$ cat src/efsc_pkg.sv
// Package with register map, field layouts, reset values and timing constants of the frame sync control block.
package efsc_pkg;

    localparam int ADDR_W = 12;

    // Printed offsets are word indices; the byte address is four times the index.
    localparam logic [7:0] IDX_PULSE_FLAGS = 8'h4B;
    localparam logic [7:0] IDX_PULSE_IRQ_EN = 8'h4C;
    localparam logic [7:0] IDX_MODE_PRIMARY = 8'h4D;
    localparam logic [7:0] IDX_MODE_CRITERIA = 8'h4E;
    localparam logic [7:0] IDX_SYNC_STATE = 8'h4F;
    localparam logic [7:0] IDX_SYNC_IRQ_EN = 8'h50;
    localparam logic [7:0] IDX_SYNC_FLAGS = 8'h52;

    typedef struct packed {
        logic [3:0] reserved;
        logic unframed_bypass;
        logic crc_error_reframe_en;
        logic auto_reframe_en;
        logic force_reframe;
    } efsc_mode_primary_t;

    typedef struct packed {
        logic nfas_loss_criterion;
        logic cas_search_en;
        logic crc_mf_search_en;
        logic include_nfas_errors;
        logic whole_word_error;
        logic ts16_zero_count_sel;
        logic ts16_zero_check_en;
        logic interwork_search_keep;
    } efsc_mode_criteria_t;

    // Bit 4 down to bit 0 of the sync state, sync flag and sync enable registers.
    typedef struct packed {
        logic interwork;
        logic cas_mf_loss;
        logic crc_mf_loss;
        logic offline_frame_loss;
        logic frame_loss;
    } efsc_sync_t;

    // Bit 1 is the receive pulse offset, bit 0 the transmit pulse offset.
    typedef struct packed {
        logic rx;
        logic tx;
    } efsc_pulse_t;

    typedef struct packed {
        logic unframed_bypass;
        logic cas_search;
        logic crc_mf_search;
        logic nfas_loss_criterion;
        logic ts16_zero_check_en;
        logic ts16_zero_count_sel;
    } efsc_ctrl_t;

    localparam efsc_mode_primary_t MODE_PRIMARY_RESET = 8'h06;
    localparam efsc_mode_criteria_t MODE_CRITERIA_RESET = 8'hE0;
    localparam efsc_sync_t SYNC_STATE_RESET = 5'h0D;
    localparam efsc_sync_t SYNC_ZERO = 5'h00;
    localparam efsc_pulse_t PULSE_ZERO = 2'h0;

    localparam logic [1:0] RESP_OKAY = 2'h0;
    localparam logic [1:0] RESP_SLVERR = 2'h2;

    localparam int CLK_PERIOD_PS = 5000;
    localparam int FRAME_PERIOD_NS = 125000;
    localparam int FRAME_PERIOD_CYCLES = (FRAME_PERIOD_NS * 1000) / CLK_PERIOD_PS;
    localparam int PHASE_W = 15;

endpackage

$ cat src/efsc_frame_sync_ctrl.sv
// Control, status and interrupt logic of the receive frame sync processor, reached over AXI4-Lite.
// Function
// - Receive pulse offset flag drives the interrupt only while its enable is set.
// - Transmit pulse offset flag drives the interrupt only while its enable is set.
// - Unframed bit set makes the received stream bypass the frame processor.
// - Excessive CRC-4 errors restart the search when both reframe enables are set.
// - With auto reframe off, only the software force bit starts a search.
// - With auto reframe on, loss of basic frame sync starts a new search.
// - A written 0-to-1 change of the force bit starts one search.
// - Loss criterion bit selects FAS only or FAS and NFAS errors for sync loss.
// - CAS multiframe search runs only when enabled and basic frame is in sync.
// - CRC multiframe search runs only when enabled and basic frame is in sync.
// - Word and NFAS selectors choose which errors make a frame error event.
// - CAS multiframe loss criteria: pattern errors, optional all-zero TS16 for one or two.
// - CRC multiframe search stops under interworking unless the keep bit is set.
// - Interwork status bit reads 1 while interworking mode is active.
// - CAS, CRC multiframe and basic frame loss bits read 1 when lost, reset 1.
// - Offline frame loss bit reads 1 when lost and resets to 0.
// - Five enables, reset 0, gate the five sync change flags onto the interrupt.
// - Receive pulse interval not a multiple of 125 us sets a write-1-clear flag.
// - Any change of a sync status bit sets its write-1-clear change flag.
//
// Chosen here: the AXI4-Lite interface to the registers.
`timescale 1ns/10ps
`default_nettype none

module efsc_frame_sync_ctrl #(
    parameter int FRAME_PERIOD_CYCLES = efsc_pkg::FRAME_PERIOD_CYCLES
) (
    input wire logic SYS_CLK,
    input wire logic SRST,
    input wire logic [efsc_pkg::ADDR_W-1:0] AWADDR,
    input wire logic AWVALID,
    output logic AWREADY,
    input wire logic [31:0] WDATA,
    input wire logic [3:0] WSTRB,
    input wire logic WVALID,
    output logic WREADY,
    output logic [1:0] BRESP,
    output logic BVALID,
    input wire logic BREADY,
    input wire logic [efsc_pkg::ADDR_W-1:0] ARADDR,
    input wire logic ARVALID,
    output logic ARREADY,
    output logic [31:0] RDATA,
    output logic [1:0] RRESP,
    output logic RVALID,
    input wire logic RREADY,
    input wire logic RX_FRAME_PULSE,
    input wire logic TX_PULSE_OFFSET_EVT,
    input wire efsc_pkg::efsc_sync_t SYNC_STATUS,
    input wire logic EXCESS_CRC_EVT,
    input wire logic FAS_BIT_ERR,
    input wire logic FAS_PATTERN_ERR,
    input wire logic NFAS_ERR,
    output efsc_pkg::efsc_ctrl_t CTRL,
    output logic REFRAME_START,
    output logic FRAME_ERR_EVT,
    output logic IRQ_O,
    output logic IRQ_OE
);
    import efsc_pkg::*;

    localparam logic [PHASE_W-1:0] PHASE_LAST = PHASE_W'(FRAME_PERIOD_CYCLES - 1);

    function automatic logic [7:0] word_index(input logic [ADDR_W-1:0] addr);
        word_index = addr[9:2];
    endfunction

    function automatic logic is_mapped(input logic [ADDR_W-1:0] addr);
        logic [7:0] idx;
        idx = word_index(addr);
        is_mapped = (addr[ADDR_W-1:10] == '0) && ((idx >= IDX_PULSE_FLAGS && idx <= IDX_SYNC_IRQ_EN)
                    || idx == IDX_SYNC_FLAGS);
    endfunction

    logic aw_held;
    logic [ADDR_W-1:0] awaddr_q;
    logic w_held;
    logic [31:0] wdata_q;
    logic [3:0] wstrb_q;
    logic wr_fire;
    logic wr_en;
    logic [7:0] wr_idx;
    efsc_pulse_t pulse_irq_en;
    efsc_mode_primary_t mode_primary;
    efsc_mode_criteria_t mode_criteria;
    efsc_sync_t sync_irq_en;
    efsc_sync_t sync_state;
    efsc_sync_t sync_flag;
    efsc_sync_t sync_set;
    efsc_sync_t sync_clr;
    efsc_pulse_t pulse_flag;
    efsc_pulse_t pulse_set;
    efsc_pulse_t pulse_clr;
    logic force_rise;
    logic frame_loss_rise;
    logic [2:0] rx_pulse_sync;
    logic rx_pulse_edge;
    logic rx_pulse_seen;
    logic [PHASE_W-1:0] rx_phase;
    logic next_irq;
    logic [7:0] rd_byte;

    // Write channel: address and data are held separately so either may arrive first.
    assign AWREADY = !aw_held && !BVALID;
    assign WREADY = !w_held && !BVALID;
    assign wr_fire = aw_held && w_held && !BVALID;
    assign wr_idx = word_index(awaddr_q);
    assign wr_en = wr_fire && wstrb_q[0] && is_mapped(awaddr_q);

    always_ff @(posedge SYS_CLK) begin
        if (SRST) begin
            aw_held <= 1'b0;
            awaddr_q <= '0;
        end else if (AWVALID && AWREADY) begin
            aw_held <= 1'b1;
            awaddr_q <= AWADDR;
        end else if (wr_fire) begin
            aw_held <= 1'b0;
        end
    end

    always_ff @(posedge SYS_CLK) begin
        if (SRST) begin
            w_held <= 1'b0;
            wdata_q <= '0;
            wstrb_q <= '0;
        end else if (WVALID && WREADY) begin
            w_held <= 1'b1;
            wdata_q <= WDATA;
            wstrb_q <= WSTRB;
        end else if (wr_fire) begin
            w_held <= 1'b0;
        end
    end

    always_ff @(posedge SYS_CLK) begin
        if (SRST) begin
            BVALID <= 1'b0;
            BRESP <= RESP_OKAY;
        end else if (wr_fire) begin
            BVALID <= 1'b1;
            BRESP <= is_mapped(awaddr_q) ? RESP_OKAY : RESP_SLVERR;
        end else if (BREADY) begin
            BVALID <= 1'b0;
        end
    end

    // Writable control registers; reserved bits stay zero.
    always_ff @(posedge SYS_CLK) begin
        if (SRST) begin
            pulse_irq_en <= PULSE_ZERO;
            mode_primary <= MODE_PRIMARY_RESET;
            mode_criteria <= MODE_CRITERIA_RESET;
            sync_irq_en <= SYNC_ZERO;
        end else if (wr_en) begin
            case (wr_idx)
                IDX_PULSE_IRQ_EN: pulse_irq_en <= wdata_q[1:0];
                IDX_MODE_PRIMARY: mode_primary <= {4'h0, wdata_q[3:0]};
                IDX_MODE_CRITERIA: mode_criteria <= wdata_q[7:0];
                IDX_SYNC_IRQ_EN: sync_irq_en <= wdata_q[4:0];
                default: ;
            endcase
        end
    end

    // The force bit is only stored; the search request comes from its rising write.
    assign force_rise = wr_en && wr_idx == IDX_MODE_PRIMARY && wdata_q[0] && !mode_primary.force_reframe;

    // Read channel: one read in flight, data registered at acceptance.
    assign ARREADY = !RVALID;

    always_comb begin
        case (word_index(ARADDR))
            IDX_PULSE_FLAGS: rd_byte = {6'h00, pulse_flag};
            IDX_PULSE_IRQ_EN: rd_byte = {6'h00, pulse_irq_en};
            IDX_MODE_PRIMARY: rd_byte = mode_primary;
            IDX_MODE_CRITERIA: rd_byte = mode_criteria;
            IDX_SYNC_STATE: rd_byte = {3'h0, sync_state};
            IDX_SYNC_IRQ_EN: rd_byte = {3'h0, sync_irq_en};
            IDX_SYNC_FLAGS: rd_byte = {3'h0, sync_flag};
            default: rd_byte = 8'h00;
        endcase
    end

    always_ff @(posedge SYS_CLK) begin
        if (SRST) begin
            RVALID <= 1'b0;
            RDATA <= '0;
            RRESP <= RESP_OKAY;
        end else if (ARVALID && ARREADY) begin
            RVALID <= 1'b1;
            RDATA <= is_mapped(ARADDR) ? {24'h000000, rd_byte} : 32'h00000000;
            RRESP <= is_mapped(ARADDR) ? RESP_OKAY : RESP_SLVERR;
        end else if (RREADY) begin
            RVALID <= 1'b0;
        end
    end

    // Sync status follows the engine; the CAS, CRC multiframe and basic frame loss bits start out of sync after reset.
    always_ff @(posedge SYS_CLK) begin
        if (SRST) begin
            sync_state <= SYNC_STATE_RESET;
        end else begin
            sync_state <= SYNC_STATUS;
        end
    end

    // A change in either direction sets the flag; a set in the clearing cycle wins.
    assign sync_set = sync_state ^ SYNC_STATUS;
    assign sync_clr = (wr_en && wr_idx == IDX_SYNC_FLAGS) ? efsc_sync_t'(wdata_q[4:0]) : SYNC_ZERO;

    always_ff @(posedge SYS_CLK) begin
        if (SRST) begin
            sync_flag <= SYNC_ZERO;
        end else begin
            sync_flag <= (sync_flag & ~sync_clr) | sync_set;
        end
    end

    // The frame pulse pin is asynchronous; stage 0 feeds only stage 1.
    always_ff @(posedge SYS_CLK) begin
        if (SRST) begin
            rx_pulse_sync <= 3'h0;
        end else begin
            rx_pulse_sync <= {rx_pulse_sync[1:0], RX_FRAME_PULSE};
        end
    end

    assign rx_pulse_edge = rx_pulse_sync[1] && !rx_pulse_sync[2];

    // The phase counts cycles since the last pulse modulo the frame period, so any
    // whole number of frames between pulses lands exactly on the last phase.
    always_ff @(posedge SYS_CLK) begin
        if (SRST) begin
            rx_phase <= '0;
            rx_pulse_seen <= 1'b0;
        end else if (rx_pulse_edge) begin
            rx_phase <= '0;
            rx_pulse_seen <= 1'b1;
        end else begin
            rx_phase <= (rx_phase == PHASE_LAST) ? '0 : rx_phase + 1'b1;
        end
    end

    assign pulse_set.rx = rx_pulse_edge && rx_pulse_seen && rx_phase != PHASE_LAST;
    assign pulse_set.tx = TX_PULSE_OFFSET_EVT;
    assign pulse_clr = (wr_en && wr_idx == IDX_PULSE_FLAGS) ? efsc_pulse_t'(wdata_q[1:0]) : PULSE_ZERO;

    always_ff @(posedge SYS_CLK) begin
        if (SRST) begin
            pulse_flag <= PULSE_ZERO;
        end else begin
            pulse_flag <= (pulse_flag & ~pulse_clr) | pulse_set;
        end
    end

    // Interrupt pin is open drain: the pin is pulled low while the enable is high.
    assign next_irq = |(sync_flag & sync_irq_en) || (pulse_flag.rx && pulse_irq_en.rx)
                      || (pulse_flag.tx && pulse_irq_en.tx);
    assign IRQ_O = 1'b0;

    always_ff @(posedge SYS_CLK) begin
        if (SRST) begin
            IRQ_OE <= 1'b0;
        end else begin
            IRQ_OE <= next_irq;
        end
    end

    // Search requests; automatic causes are blocked when the framer is locked in frame.
    assign frame_loss_rise = SYNC_STATUS.frame_loss && !sync_state.frame_loss;

    always_ff @(posedge SYS_CLK) begin
        if (SRST) begin
            REFRAME_START <= 1'b0;
        end else begin
            REFRAME_START <= force_rise
                || (mode_primary.auto_reframe_en && frame_loss_rise)
                || (mode_primary.auto_reframe_en && mode_primary.crc_error_reframe_en && EXCESS_CRC_EVT);
        end
    end

    // Error events only count while the basic frame is in sync.
    always_ff @(posedge SYS_CLK) begin
        if (SRST) begin
            FRAME_ERR_EVT <= 1'b0;
        end else begin
            FRAME_ERR_EVT <= !sync_state.frame_loss
                && ((mode_criteria.whole_word_error ? FAS_PATTERN_ERR : FAS_BIT_ERR)
                    || (mode_criteria.include_nfas_errors && NFAS_ERR));
        end
    end

    // Configuration handed to the alignment engines.
    always_ff @(posedge SYS_CLK) begin
        if (SRST) begin
            CTRL <= '0;
        end else begin
            CTRL.unframed_bypass <= mode_primary.unframed_bypass;
            CTRL.cas_search <= mode_criteria.cas_search_en && !sync_state.frame_loss;
            CTRL.crc_mf_search <= mode_criteria.crc_mf_search_en && !sync_state.frame_loss
                && (mode_criteria.interwork_search_keep || !sync_state.interwork);
            CTRL.nfas_loss_criterion <= mode_criteria.nfas_loss_criterion;
            CTRL.ts16_zero_check_en <= mode_criteria.ts16_zero_check_en;
            CTRL.ts16_zero_count_sel <= mode_criteria.ts16_zero_count_sel;
        end
    end
endmodule

`default_nettype wire

$ cat config.mk
export PLATFORM = sky130hd
export DESIGN_NAME = efsc_frame_sync_ctrl
export DESIGN_NICKNAME = d
export VERILOG_FILES = /design/src/efsc_pkg.sv /design/src/efsc_frame_sync_ctrl.sv
export SDC_FILE = /design/constraint.sdc
export NUM_CORES = 1
export LEC_CHECK = 0
export ABC_AREA = 1
export BUFFER_PORTS_ARGS = -buffer_cell sky130_fd_sc_hd__buf_4
export CORE_MARGIN = 1
export CORE_UTILIZATION = 46
export CTS_CLUSTER_DIAMETER = 60
export DETAILED_ROUTE_END_ITERATION = 7
export GPL_ROUTABILITY_DRIVEN = 1
export PLACE_DENSITY = 0.73
export SLEW_MARGIN = 0
export SYNTH_ARGS = -nofsm -noshare
export SYNTH_HDL_FRONTEND = slang
export SYNTH_SLANG_ARGS = --single-unit
$ cat constraint.sdc
create_clock -name SYS_CLK -period 1.5 [get_ports SYS_CLK]
set_clock_uncertainty 0.05 [all_clocks]
set_input_delay 0.225 -clock SYS_CLK [delete_from_list [all_inputs] [get_ports SYS_CLK]]
set_output_delay 0.225 -clock SYS_CLK [all_outputs]
set_load 0.005 [all_outputs]
==> results.txt <==
The critical path in this run is classified as flip-flop to flip-flop. The global-route total usage across every layer is 0.221. The power density over the cells came out at between 900 and 1000 mW/mm^2. Based on the critical path, the design can be clocked at up to around 0.62 GHz.

The most numerous cell type found on the critical path is sky130_fd_sc_hd__nand2_2. At the later pin of the worst-skew pair, clock insertion delay measures around 0.37 ns. The launch instance of the worst min-delay path is RX_FRAME_PULSE. In the layout the commonest cells are 121 x sky130_fd_sc_hd__buf_4, 82 x sky130_fd_sc_hd__dfxtp_1, 73 x sky130_fd_sc_hd__inv_1. Measured in cells, the most critical reg-to-reg path has a length of 10. The register bit total from synthesis is a little over 90. The worst hold path terminates at rx_pulse_sync[0]. Setup repair after global routing could not meet its margin everywhere.

The least setup slack across all paths after layout is -0.108 ns. The number of buffers created by CTS is 9. The first-pass GRT wire length is ~17000 microns. The first-pass detailed-route iteration total came out at 8.

The count of cell types in the netlist came out at 42. The part of the cycle the worst path needs came out at 1.07. The area enclosed by the die boundary came out at just under 0.01 sq mm.

The wire length per cell after detailed routing is 12.8 microns. The flow ran to the end, but the final reports show violations. The total global routing overflow came out at 0. For the final routed database, the setup TNS stands at -1.10 ns.

Summed over all layers, the routed wires come to between 10000 and 15000 microns. The initial cell density of the core is 0.483. The leakage power came out at ~0.0025 uW. The floorplan die height came out at a little under 100 microns.

Counting both buffers and inverters, the worst setup path holds a total of 1. The area inside the core boundary is slightly below 0.009 sq mm. The DRC violations left came out at 6. The number of placement rows came out at 34. Entering global routing, the biggest net connects 34 pins. The clock period minus worst slack came out at roughly 1.6 ns.

The fraction of final layout cells with drive strength greater than 1 came out at 0.330. The number of global-route vias before repair came to between 3000 and 4000. Pin placement for this block handled about 130 I/O pins. The worst setup path is launched from a flip-flop. The number of H-tree levels is 3. The final reports fail on design-rule violations, negative setup slack. The maximum fanout count along the critical path came out at 8. The detailed-route via count is 4040. The worst register-to-register path ends at mode_criteria[1]. The min-delay analysis places its worst path in the category input pin to flip-flop.

The diode insertion count for antenna repair came out at 0. The number of port buffers came out at 70. The arrival time at the worst endpoint is between 1.5 and 2 ns. The CTS tree is built. After clock tree synthesis, the clock-pin slew on the worst setup and hold paths is ~0.090 ns.

The half-perimeter wire length of the detailed placement result came out at ~7600 microns. The maximum clock insertion buffer count came out at 2. The largest individual stage delay along the critical path comes from the cell sky130_fd_sc_hd__dfxtp_2. The number of hold-slack violations in the final timing report came out at 0. The startpoint identified for the worst register-to-register timing path is awaddr_q[7]. The number of instances in the placed design came out at between 700 and 800. The cell family contributing the most delay on the critical path is simple AND/OR/NAND/NOR gates. The weighted congestion at the end of routability-driven global placement is a little under 0.9. The detailed-route vias per instance came out at ~5.

The cell count after synthesis came out at about 570. In the final design database the tool counted roughly 780 nets. The worst endpoint required time is around 1.7 ns.

The synthesized area per cell came out at 7.55 sq um. The initial antenna violation count came out at 0. The max-cap violation count came out at 0.

On the worst path, the slowest cell contributes a delay of roughly 0.33 ns. The count of cells in the finished layout, fillers not included, comes to a little over 800. The cell area after synthesis came out at 0.00427 sq mm.

The number of sinks handled by clock tree synthesis came out at 92. The cell count of the worst hold path is 3. The maximum vdd drop came out at 616 uV. From left edge to right edge, the die measures about 98 microns. The area growth from synthesis to layout is 34.2%.

The flop-to-flop setup slack came out at -0.11 ns. The element type at the critical path end is a flip-flop. Setup violations remaining at the end of the flow were counted as 19. The pre-CTS setup slack came out at -0.165 ns. Leaving out fill and tap cells, the most frequent cell in the layout is sky130_fd_sc_hd__buf_4. The CTS root buffer is sky130_fd_sc_hd__clkbuf_8. For this block, the initial DRC count from the detailed router was roughly 180. The number of fill cells came out at 740. The Yosys warning count is 0. The final design utilization came out at 0.648. The total count of max-transition violations in the final report came to 0. The fraction of the yosys area taken by sequential cells is 0.431.

The signal on the critical path passes through inv_2 > nand2_2 > nor2_4 > nand2_2 > nand2_2 > nand2_4 > a21boi_4 > nand3_4 > nand2_2 > a21oi_2. The detail route stage leaves a number of antenna-violating nets equal to 0.
-- report_power, final --
group | internal, uW | switching [uW] | total, uW | leakage, uW
clock network | 961 | 948 | 1910 | 0.000108
logic | 347 | 373 | 720 | 0.00168
registers | 2550 | 74.0 | 2620 | 0.000756
total | 3850 | 1400 | 5250 | 0.00255
-- layout make-up --
| cell class | count | area, sq um | area share |
|---|---|---|---|
| Clock buffer | 9 | 124 | 0.0216 |
| Timing Repair Buffer | 132 | 1050 | 0.182 |
| Clock inverter | 7 | 104 | 0.0181 |
| Inverter | 82 | 310 | 0.0541 |
| Sequential cell | 92 | 1850 | 0.323 |
| Multi-Input combinational cell | 379 | 2160 | 0.377 |
| Tap cell | 108 | 135 | 0.0236 |
-- worst min-delay path, cell delays in order --
cell and delay (ns):
sky130_fd_sc_hd__buf_4 0.07, sky130_fd_sc_hd__inv_1 0.03, sky130_fd_sc_hd__nor2_1 0.07
-- through the flow --
step / area (sq um) / power (uW) / hold slack [ns]
2_1_floorplan: 4380 / 3040 / 0.279
3_3_place_gp: 5180 / 3290 / 0.351
3_5_place_dp: 5180 / 3310 / 0.358
4_1_cts: 5580 / 5230 / 0.00892
5_1_grt: 5730 / 5470 / 0.0136
6_report: 5730 / 5250 / 0.0186
-- logic make-up (layout without fill, tap and decap cells) --
group                    count (synthesis)  count (layout)  synth area share
AND/OR/NAND/NOR                        234             234             0.275
buffers and inverters                  121             230             0.132
AO/OA/AOI/OAI                          110             110             0.143
flip-flops                              92              92             0.431
XOR/XNOR                                 6               6            0.0123
adder cells (fa/ha/maj)                  2               2           0.00586
other                                    1              27          0.000878
-- per-layer routing --
metal | global-route usage | vias up | wire, microns
met3 | 0.0465 | 15 | 608
met4 | 0.0896 | 0 | 149
met5 | 0 | - | 0
li1 | - | 2048 | -
met2 | 0.373 | 130 | 5020
met1 | 0.275 | 1847 | 4610
-- repair_timing --
item | in CTS | in global routing
endpoints found under the setup margin | 34 | 49
buffers inserted | 7 | 3
pin swaps | 20 | 17
endpoints found under the hold margin | 2 | 1
hold buffers | 2 | 1
resized for setup | 29 | 34
-- registers in the layout, summed over array words and instances, names as in the netlist, 6 cells and up --
register	count
RDATA	8
CTRL	6
awaddr_q	10
rx_phase	15
mode_criteria	8
wdata_q	8
-- worst max-delay path by stage --
| stage | slack [ns] | depth (start not counted) | endpoint | startpoint |
|---|---|---|---|---|
| after floorplan | 0.009 | 8 | rx_phase[14] | rx_phase[0] |
| after global placement | -0.09 | 9 | mode_criteria[7] | awaddr_q[8] |
| after detailed placement | -0.16 | 7 | mode_criteria[1] | awaddr_q[8] |
| after CTS | -0.08 | 10 | mode_criteria[1] | awaddr_q[7] |
| after global routing | -0.18 | 10 | mode_criteria[1] | awaddr_q[7] |
| final | -0.11 | 10 | mode_criteria[1] | awaddr_q[7] |
-- synth_stat cells, drive strengths merged --
master | instances | share of area
dfxtp | 92 | 0.43
inv | 82 | 0.073
nand2 | 81 | 0.079
nor2 | 79 | 0.083
a21oi | 51 | 0.061
o21ai | 42 | 0.049
buf | 29 | 0.050
nand3 | 24 | 0.036
nand4 | 19 | 0.029
nor3 | 15 | 0.021
clkbuf | 10 | 0.0088
nor3b | 6 | 0.012
o21bai | 6 | 0.011
nor4 | 4 | 0.0059
o22ai | 4 | 0.0059
or2 | 4 | 0.0059
xnor2 | 4 | 0.0082
a221oi | 2 | 0.0041
ha | 2 | 0.0059
o211ai | 2 | 0.0035
xor2 | 2 | 0.0041
a21boi | 1 | 0.0044
a21o | 1 | 0.0018
a41oi | 1 | 0.0021
and3 | 1 | 0.0015
conb | 1 | 0.00088
nand3b | 1 | 0.0018
No activity file was read; power rests on OpenSTA's default activity.
